**src/hdl/eis_pkg.sv**
```systemverilog
package eis_pkg;

   // ***************************************************************
   // Host region zero map
   // ***************************************************************
   localparam int EIS_ADDR_W = 6;
   localparam logic [5:0] EIS_CSR_OFFSET = 6'h38;
   localparam int EIS_DATA_W = 32;

   // ***************************************************************
   // Control and status word fields
   // ***************************************************************
   localparam int EIS_POL_BIT = 6;
   localparam int EIS_EN_BIT = 12;
   localparam int EIS_PEND_BIT = 17;
   localparam int EIS_MISS_BIT = 23;

   localparam logic EIS_POL_RST = 1'h0;
   localparam logic EIS_EN_RST = 1'h0;
   localparam logic EIS_PEND_RST = 1'h0;
   localparam logic EIS_MISS_RST = 1'h0;

   // ***************************************************************
   // Port groups
   // ***************************************************************
   localparam int EIS_GROUPS = 4;
   localparam int EIS_GROUP_W = 24;

   // ***************************************************************
   // Carriers
   // ***************************************************************
   typedef struct packed {
      logic sel;
      logic wr;
      logic rd;
      logic [EIS_ADDR_W-1:0] addr;
      logic [EIS_DATA_W-1:0] wdata;
   } eis_host_req_s;

   typedef struct packed {
      logic [EIS_GROUPS-1:0] latch_en;
      logic [EIS_GROUPS-1:0] fall_sel;
   } eis_grp_mode_s;

   typedef struct packed {
      logic req_s1;
      logic req_s2;
      logic req_s3;
      logic gate_s1;
      logic gate_s2;
      logic pol;
      logic en;
      logic pend;
      logic miss;
      logic rd_valid;
      logic [EIS_DATA_W-1:0] rdata;
      logic latch_stb;
      logic [EIS_GROUPS-1:0] latch_mask;
      logic [EIS_GROUPS-1:0][EIS_GROUP_W-1:0] latched;
   } eis_state_s;

endpackage

```
**src/hdl/eis_unit.sv**
```systemverilog
`timescale 1ns/1ps
// Overview of operation
// - Control and status word is a 32-bit register at region-zero offset 0x38.
// - Bit 6 picks rising edge when 0, falling edge when 1.
// - Polarity and enable bits are readable and changed only by host writes.
// - Bit 12 turns group-3 top inputs into request and gate; else no service.
// - Gate held low lets request edges be detected.
// - Gate high makes all request edges ignored.
// - Request edges for input latching are detected per the port-group latch polarity settings.
// - A detected edge captures inputs of every group set to latch.
// - An accepted edge sets the pending flag, bit 17.
// - An accepted edge raises the host interrupt request.
// - While pending, further edges do nothing except count as missed.
// - First edge arriving while pending sets the missed flag, bit 23.
// - Only one missed flag; later missed edges leave no further record.
// - Writing 1 to bit 17 or 23 clears it; host acks both, then sets bit 6.
// - Polarity, enable, pending and missed bits reset to 0.
// - Group mode bits choose no latching, or latching on rising or falling edge.
// - Mixed group polarities make every latching group detect both edges.
module eis_unit
   import eis_pkg::*;
#(
   parameter int GROUPS = EIS_GROUPS,
   parameter int GROUP_W = EIS_GROUP_W
)
(
   // Clock and reset
   input wire logic clk_sys,
   input wire logic rstn,
   // Host I/O region zero
   input wire eis_host_req_s host_req,
   output logic [EIS_DATA_W-1:0] host_rdata,
   output logic host_rvalid,
   // Host interrupt
   output logic host_irq,
   // Port group 3 upper port C lines
   input wire logic port_c_line_six,
   input wire logic port_c_line_seven,
   output logic port_c_upper_general,
   // Port group modes and inputs
   input wire eis_grp_mode_s grp_mode,
   input wire logic [GROUPS-1:0][GROUP_W-1:0] grp_in,
   // Latched inputs
   output logic latch_stb,
   output logic [GROUPS-1:0] latch_mask,
   output logic [GROUPS-1:0][GROUP_W-1:0] grp_latched
);

   // ***************************************************************
   // Reset release
   // ***************************************************************
   logic rst_meta;
   logic rst_n_sync;

   always_ff @(posedge clk_sys or negedge rstn)
   begin
      if (!rstn)
      begin
         rst_meta <= 1'b0;
         rst_n_sync <= 1'b0;
      end
      else
      begin
         rst_meta <= 1'b1;
         rst_n_sync <= rst_meta;
      end
   end

   // ***************************************************************
   // Helpers
   // ***************************************************************
   function automatic logic edge_hit(input logic fall, input logic rise_e, input logic fall_e);
      edge_hit = fall ? fall_e : rise_e;
   endfunction

   // ***************************************************************
   // State
   // ***************************************************************
   eis_state_s st_reg;
   eis_state_s st_next;

   logic rise_evt;
   logic fall_evt;
   logic armed;
   logic csr_edge;
   logic mixed;
   logic [GROUPS-1:0] grp_hit;
   logic grp_edge;
   logic any_edge;
   logic accept_evt;
   logic latch_evt;
   logic csr_wr;
   logic csr_rd;

   always_comb
   begin
      st_next = st_reg;
      // Synchronisers and edge history
      st_next.req_s1 = port_c_line_six;
      st_next.req_s2 = st_reg.req_s1;
      st_next.req_s3 = st_reg.req_s2;
      st_next.gate_s1 = port_c_line_seven;
      st_next.gate_s2 = st_reg.gate_s1;
      rise_evt = st_reg.req_s2 && !st_reg.req_s3;
      fall_evt = !st_reg.req_s2 && st_reg.req_s3;
      // Enable and gate qualify all edges
      armed = st_reg.en && !st_reg.gate_s2;
      csr_edge = edge_hit(st_reg.pol, rise_evt, fall_evt);
      // Group latch edge selection
      mixed = |(grp_mode.latch_en & grp_mode.fall_sel)
         && |(grp_mode.latch_en & ~grp_mode.fall_sel);
      for (int g = 0; g < GROUPS; g++)
      begin
         grp_hit[g] = grp_mode.latch_en[g]
            && (mixed ? (rise_evt || fall_evt)
                      : edge_hit(grp_mode.fall_sel[g], rise_evt, fall_evt));
      end
      grp_edge = |grp_hit;
      any_edge = armed && (csr_edge || grp_edge);
      accept_evt = armed && csr_edge && !st_reg.pend;
      latch_evt = armed && grp_edge && !st_reg.pend;
      // Host access decode
      csr_wr = host_req.sel && host_req.wr && host_req.addr == EIS_CSR_OFFSET;
      csr_rd = host_req.sel && host_req.rd;
      // Control bits change only by host writes
      if (csr_wr)
      begin
         st_next.pol = host_req.wdata[EIS_POL_BIT];
         st_next.en = host_req.wdata[EIS_EN_BIT];
      end
      // Pending: set wins over write-one clear
      if (accept_evt)
      begin
         st_next.pend = 1'b1;
      end
      else if (csr_wr && host_req.wdata[EIS_PEND_BIT])
      begin
         st_next.pend = 1'b0;
      end
      // Missed: single sticky record, set wins over clear
      if (st_reg.pend && any_edge)
      begin
         st_next.miss = 1'b1;
      end
      else if (csr_wr && host_req.wdata[EIS_MISS_BIT])
      begin
         st_next.miss = 1'b0;
      end
      // Input capture
      st_next.latch_stb = latch_evt;
      if (latch_evt)
      begin
         st_next.latch_mask = grp_hit;
         for (int g = 0; g < GROUPS; g++)
         begin
            if (grp_hit[g])
            begin
               st_next.latched[g] = grp_in[g];
            end
         end
      end
      // Read data, unmapped offsets read zero
      st_next.rd_valid = csr_rd;
      if (csr_rd)
      begin
         st_next.rdata = '0;
         if (host_req.addr == EIS_CSR_OFFSET)
         begin
            st_next.rdata[EIS_POL_BIT] = st_reg.pol;
            st_next.rdata[EIS_EN_BIT] = st_reg.en;
            st_next.rdata[EIS_PEND_BIT] = st_reg.pend;
            st_next.rdata[EIS_MISS_BIT] = st_reg.miss;
         end
      end
   end

   always_ff @(posedge clk_sys or negedge rst_n_sync)
   begin
      if (!rst_n_sync)
      begin
         st_reg <= '0;
         st_reg.pol <= EIS_POL_RST;
         st_reg.en <= EIS_EN_RST;
         st_reg.pend <= EIS_PEND_RST;
         st_reg.miss <= EIS_MISS_RST;
      end
      else
      begin
         st_reg <= st_next;
      end
   end

   // ***************************************************************
   // Outputs
   // ***************************************************************
   assign host_rdata = st_reg.rdata;
   assign host_rvalid = st_reg.rd_valid;
   assign host_irq = st_reg.pend;
   assign port_c_upper_general = !st_reg.en;
   assign latch_stb = st_reg.latch_stb;
   assign latch_mask = st_reg.latch_mask;
   assign grp_latched = st_reg.latched;

   // ***************************************************************
   // Assertions
   // ***************************************************************
   property p_accept_sets_pend;
      @(posedge clk_sys) disable iff (!rst_n_sync)
      (st_reg.en && !st_reg.gate_s2 && !st_reg.pend && !st_reg.pol
         && st_reg.req_s2 && !st_reg.req_s3) |=> st_reg.pend;
   endproperty
   a_accept_sets_pend: assert property (p_accept_sets_pend)
      else $error("rising edge accepted but pending not set");

   property p_irq_follows;
      @(posedge clk_sys) disable iff (!rst_n_sync)
      accept_evt |=> host_irq ##1 (host_irq || $past(csr_wr));
   endproperty
   a_irq_follows: assert property (p_irq_follows)
      else $error("host interrupt not raised after accepted edge");

   property p_wrong_edge;
      @(posedge clk_sys) disable iff (!rst_n_sync)
      (!st_reg.pend && !st_reg.pol && !(st_reg.req_s2 && !st_reg.req_s3)) |=> !st_reg.pend;
   endproperty
   a_wrong_edge: assert property (p_wrong_edge)
      else $error("pending set without a rising edge at polarity 0");

   property p_gate_blocks;
      @(posedge clk_sys) disable iff (!rst_n_sync)
      (st_reg.gate_s2 && !st_reg.pend && !st_reg.miss)
         |=> (!st_reg.pend && !st_reg.miss && !latch_stb);
   endproperty
   a_gate_blocks: assert property (p_gate_blocks)
      else $error("edge acted on while gate high");

   property p_disabled;
      @(posedge clk_sys) disable iff (!rst_n_sync)
      (!st_reg.en && !st_reg.pend) |=> (!st_reg.pend && !latch_stb);
   endproperty
   a_disabled: assert property (p_disabled)
      else $error("interrupt activity while disabled");

   property p_first_miss;
      @(posedge clk_sys) disable iff (!rst_n_sync)
      (st_reg.pend && any_edge) |=> (st_reg.miss && !latch_stb);
   endproperty
   a_first_miss: assert property (p_first_miss)
      else $error("edge during pending not recorded as missed");

   property p_w1c_pend;
      @(posedge clk_sys) disable iff (!rst_n_sync)
      (csr_wr && host_req.wdata[EIS_PEND_BIT] && !accept_evt) |=> !st_reg.pend;
   endproperty
   a_w1c_pend: assert property (p_w1c_pend)
      else $error("pending flag not cleared by write of one");

   property p_ctrl_stable;
      @(posedge clk_sys) disable iff (!rst_n_sync)
      !csr_wr |=> ($stable(st_reg.pol) && $stable(st_reg.en));
   endproperty
   a_ctrl_stable: assert property (p_ctrl_stable)
      else $error("control bit changed without host write");

   property p_latch_data;
      @(posedge clk_sys) disable iff (!rst_n_sync)
      (latch_evt && grp_hit[0]) |=> (grp_latched[0] == $past(grp_in[0]) && latch_stb);
   endproperty
   a_latch_data: assert property (p_latch_data)
      else $error("group 0 inputs not captured on edge");

   property p_csr_read;
      @(posedge clk_sys) disable iff (!rst_n_sync)
      (csr_rd && host_req.addr == EIS_CSR_OFFSET)
         |=> (host_rvalid && host_rdata[EIS_PEND_BIT] == $past(st_reg.pend));
   endproperty
   a_csr_read: assert property (p_csr_read)
      else $error("status word read returned wrong pending bit");

   property p_rd_unmapped;
      @(posedge clk_sys) disable iff (!rst_n_sync)
      (csr_rd && host_req.addr != EIS_CSR_OFFSET) |=> (host_rvalid && host_rdata == '0);
   endproperty
   a_rd_unmapped: assert property (p_rd_unmapped)
      else $error("unmapped offset read returned nonzero data");

   property p_pend_no_latch;
      @(posedge clk_sys) disable iff (!rst_n_sync)
      st_reg.pend |=> !latch_stb;
   endproperty
   a_pend_no_latch: assert property (p_pend_no_latch)
      else $error("inputs captured while pending");

   property p_miss_sticky;
      @(posedge clk_sys) disable iff (!rst_n_sync)
      (st_reg.miss && !(csr_wr && host_req.wdata[EIS_MISS_BIT])) |=> st_reg.miss;
   endproperty
   a_miss_sticky: assert property (p_miss_sticky)
      else $error("missed flag dropped without a clearing write");

   property p_w1c_miss;
      @(posedge clk_sys) disable iff (!rst_n_sync)
      (csr_wr && host_req.wdata[EIS_MISS_BIT] && !(st_reg.pend && any_edge)) |=> !st_reg.miss;
   endproperty
   a_w1c_miss: assert property (p_w1c_miss)
      else $error("missed flag not cleared by write of one");

endmodule // eis_unit

```
**config.mk**
```make
export PLATFORM = sky130hd
export DESIGN_NAME = eis_unit
export DESIGN_NICKNAME = d
export VERILOG_FILES = /design/src/hdl/eis_pkg.sv /design/src/hdl/eis_unit.sv
export SDC_FILE = /design/constraint.sdc
export NUM_CORES = 1
export LEC_CHECK = 0
export BUFFER_PORTS_ARGS = -buffer_cell sky130_fd_sc_hd__buf_2
export CORE_ASPECT_RATIO = 0.9
export CORE_MARGIN = 10
export CORE_UTILIZATION = 50
export CTS_CLUSTER_SIZE = 28
export DETAILED_ROUTE_END_ITERATION = 16
export PLACE_DENSITY = 0.89
export SYNTH_ARGS = -nofsm -noshare
export SYNTH_HDL_FRONTEND = slang
export SYNTH_SLANG_ARGS = --single-unit
```
**constraint.sdc**
```tcl
create_clock -name clk_sys -period 5.4 [get_ports clk_sys]
set_input_delay 0.27 -clock clk_sys [delete_from_list [all_inputs] [get_ports clk_sys]]
set_output_delay 0.27 -clock clk_sys [all_outputs]
set_load 0.01 [all_outputs]
```
==> results.cfg <==
[yosys]
yosysMostFrequentCell = buf_4
syn-cell-area_um2 = 5659
synthFlopType = dfrtp_1
async_reset_ff_frac = 1.000
synth.largest_area_cell = dfrtp_1
ys_ff_latch = 117
avgSynthCellArea_um2 = 13.10
synth_top_cells_by_area = dfrtp_1, buf_4, mux2_2
ys_seq_area_frac = 0.5174
yosysWarnings = 0
syn_inst = 432
synth_cell_types = 32
synth_top_area_frac = 0.5174
synth_edf_count = 0
synth_common_cells = buf_4, dfrtp_1, mux2_2

[final_layout]
areaGrowthSynthToFinish_pct = 17.73
final_layout_size_suffix_gt1_frac = 0.6291
diodes = 0
post-route-util = 0.6087
fin_nets = 723
largest_register_ffs = 96
design_area_um2 = 6663

[die]
dieWidth_um = 132.1
ios = 285
die_h_um = 120.9
design.core.area_um2 = 10950
rows = 36
dieArea_um2 = 15980
start_util = 0.5170

[cts]
clk_pin_slew_ps = 50
cts_resized = 0
cts.sinks = 117
cts_hold_buf = 3
ctsLongestPathBuffers = 2
insertion_delay_ps = 410
h-tree-depth = 4
tritoncts = built
cts-buffers-inserted = 17
root_buffer = clkbuf_16
cts_setup_buffers = 0

[run]
maxCapViolCount = 0

[route]
totalWireLength_um = 13240
ant_nets = 0
first_iter_violations = 143
routedWlPerCell_um = 17.96
num_vias = 3386
dr.pass1.iters = 5
route.detailed.drc = 0
routed_via_density = 4.594

[setup_path]
worst-path-max-fanout = 15
start_kind = flop
r2r_start = st_next[140]
cp.arrival_ps = 2480
end_kind = flop
worst-setup-path-type = reg2reg
r2r_slack_ps = 3210
reg2reg_depth = 5
r2r-end = grp_latched[25]
crit_required_ps = 5690

[sta]
setup_tns_ps = 0
setup_viol = 0
hold_violations = 0
fmax_ghz = 0.4559
slew_headroom = 0.3381
post-route-min-period_ps = 2194
fin_crit_sh = 0.4062
slew_viol_final = 0
holdWs_ps = 67.29
max_slew.worst_pin.slew_ps = 992.8
clock_skew_ps = 12.53
rsz0062_at_grt = false

[grt]
grt_antenna_before_repair = 0
grt_max_degree = 82
grt_usage = 0.1677
grt_overflow = 0
grt_pass1_vias = 3886
grt_pass1_wl_um = 21230

[pwr]
swShare = 0.2254
p_leak_nw = 3.920
vdd_drop_max_mv = 0.2143
seq_power_share = 0.420
clockPowerShare = 0.481
combPwrFrac = 0.099
p_per_area_nw_per_um2 = 343.4
p_sw_mw = 0.5157
intPower_mw = 1.772

[place]
place.detailed.hpwl_um = 10270
place_area_um2 = 6050
place_congestion = 0.8159
io_buffers = 228

[min_path]
hold_depth = 2
hp-start = host_req[17]
min-delay-path-class = in2reg
holdPathEnd = host_irq

[run_status]
status = completed
==> worst max-delay path by stage <==
stage	from	endpoint	slack, ps	cells after the start
global route	st_reg[140]	grp_latched[32]	3090	6
global placement	grp_mode[4]	grp_latched[52]	2910	8
floorplan	rst_n_sync	grp_latched[0]	1900	0
CTS	st_reg[140]	grp_latched[32]	3170	6
finish	st_next[140]	grp_latched[25]	3210	5
detailed placement	grp_mode[3]	grp_latched[59]	2830	8
==> metrics by stage <==
step	std cells	power [mW]	setup slack (ps)
after global routing	737	2.387	3093
after CTS	737	2.317	3172
after detailed placement	702	1.203	2829
final	737	2.288	3206
after floorplan	459	1.159	1899
after global placement	702	1.190	2910
==> final cells by class <==
class,count,area (µm²)
timing repair buffer,236,1209
multi-input combinational,193,1723
sequential,117,2932
tap,152,190.2
inverter,7,26.28
clock buffer,21,450.4
clock inverter,11,132.6
fill,868,4283
==> critical path, stage by stage, from the launching register on <==
cell and delay [ps]:
dfrtp_1 390, ha_1 270, inv_1 90, o2111ai_2 590, buf_4 360, mux2_2 370
==> placed cells by master, fill, tap and decap left out, types with 4 or more instances in the layout <==
| cell | count |
|---|---|
| buf_2 | 228 |
| dfrtp_1 | 116 |
| mux2_2 | 79 |
| conb_1 | 29 |
| nand2_1 | 21 |
| mux2_4 | 20 |
| clkbuf_16 | 17 |
| o21ai_0 | 8 |
| inv_1 | 7 |
| clkinv_2 | 7 |
| nor2_1 | 5 |
| buf_4 | 5 |
| mux2i_1 | 4 |
==> metal layers <==
metal	share of wire	up-vias	wire (µm)	track usage
met3	0.11	15	1459	0.09272
li1	-	1575	-	-
met4	0.010	0	136	0.05417
met5	0	-	0	0
met2	0.50	175	6627	0.2795
met1	0.38	1621	5012	0.1786
==> logic make-up (layout without fill, tap and decap cells) <==
family | after synthesis | count (layout) | share of synthesized area
mux | 103 | 103 | 0.2173
compound gates | 23 | 23 | 0.03294
other cells | 2 | 29 | 0.001327
flops | 117 | 117 | 0.5174
buf+inv | 149 | 275 | 0.1961
simple gates | 36 | 36 | 0.03051
fa+ha+maj | 2 | 2 | 0.004421
==> power by group through the flow <==
stage | registers, mW | logic, mW | clock network (mW)
2_1_floorplan | 0.974 | 0.186 | 0
3_3_place_gp | 0.970 | 0.220 | 0
3_5_place_dp | 0.975 | 0.228 | 0
4_1_cts | 0.961 | 0.231 | 1.12
5_1_grt | 0.968 | 0.251 | 1.17
6_report | 0.961 | 0.227 | 1.10
No activity file was read; power rests on OpenSTA's default activity.
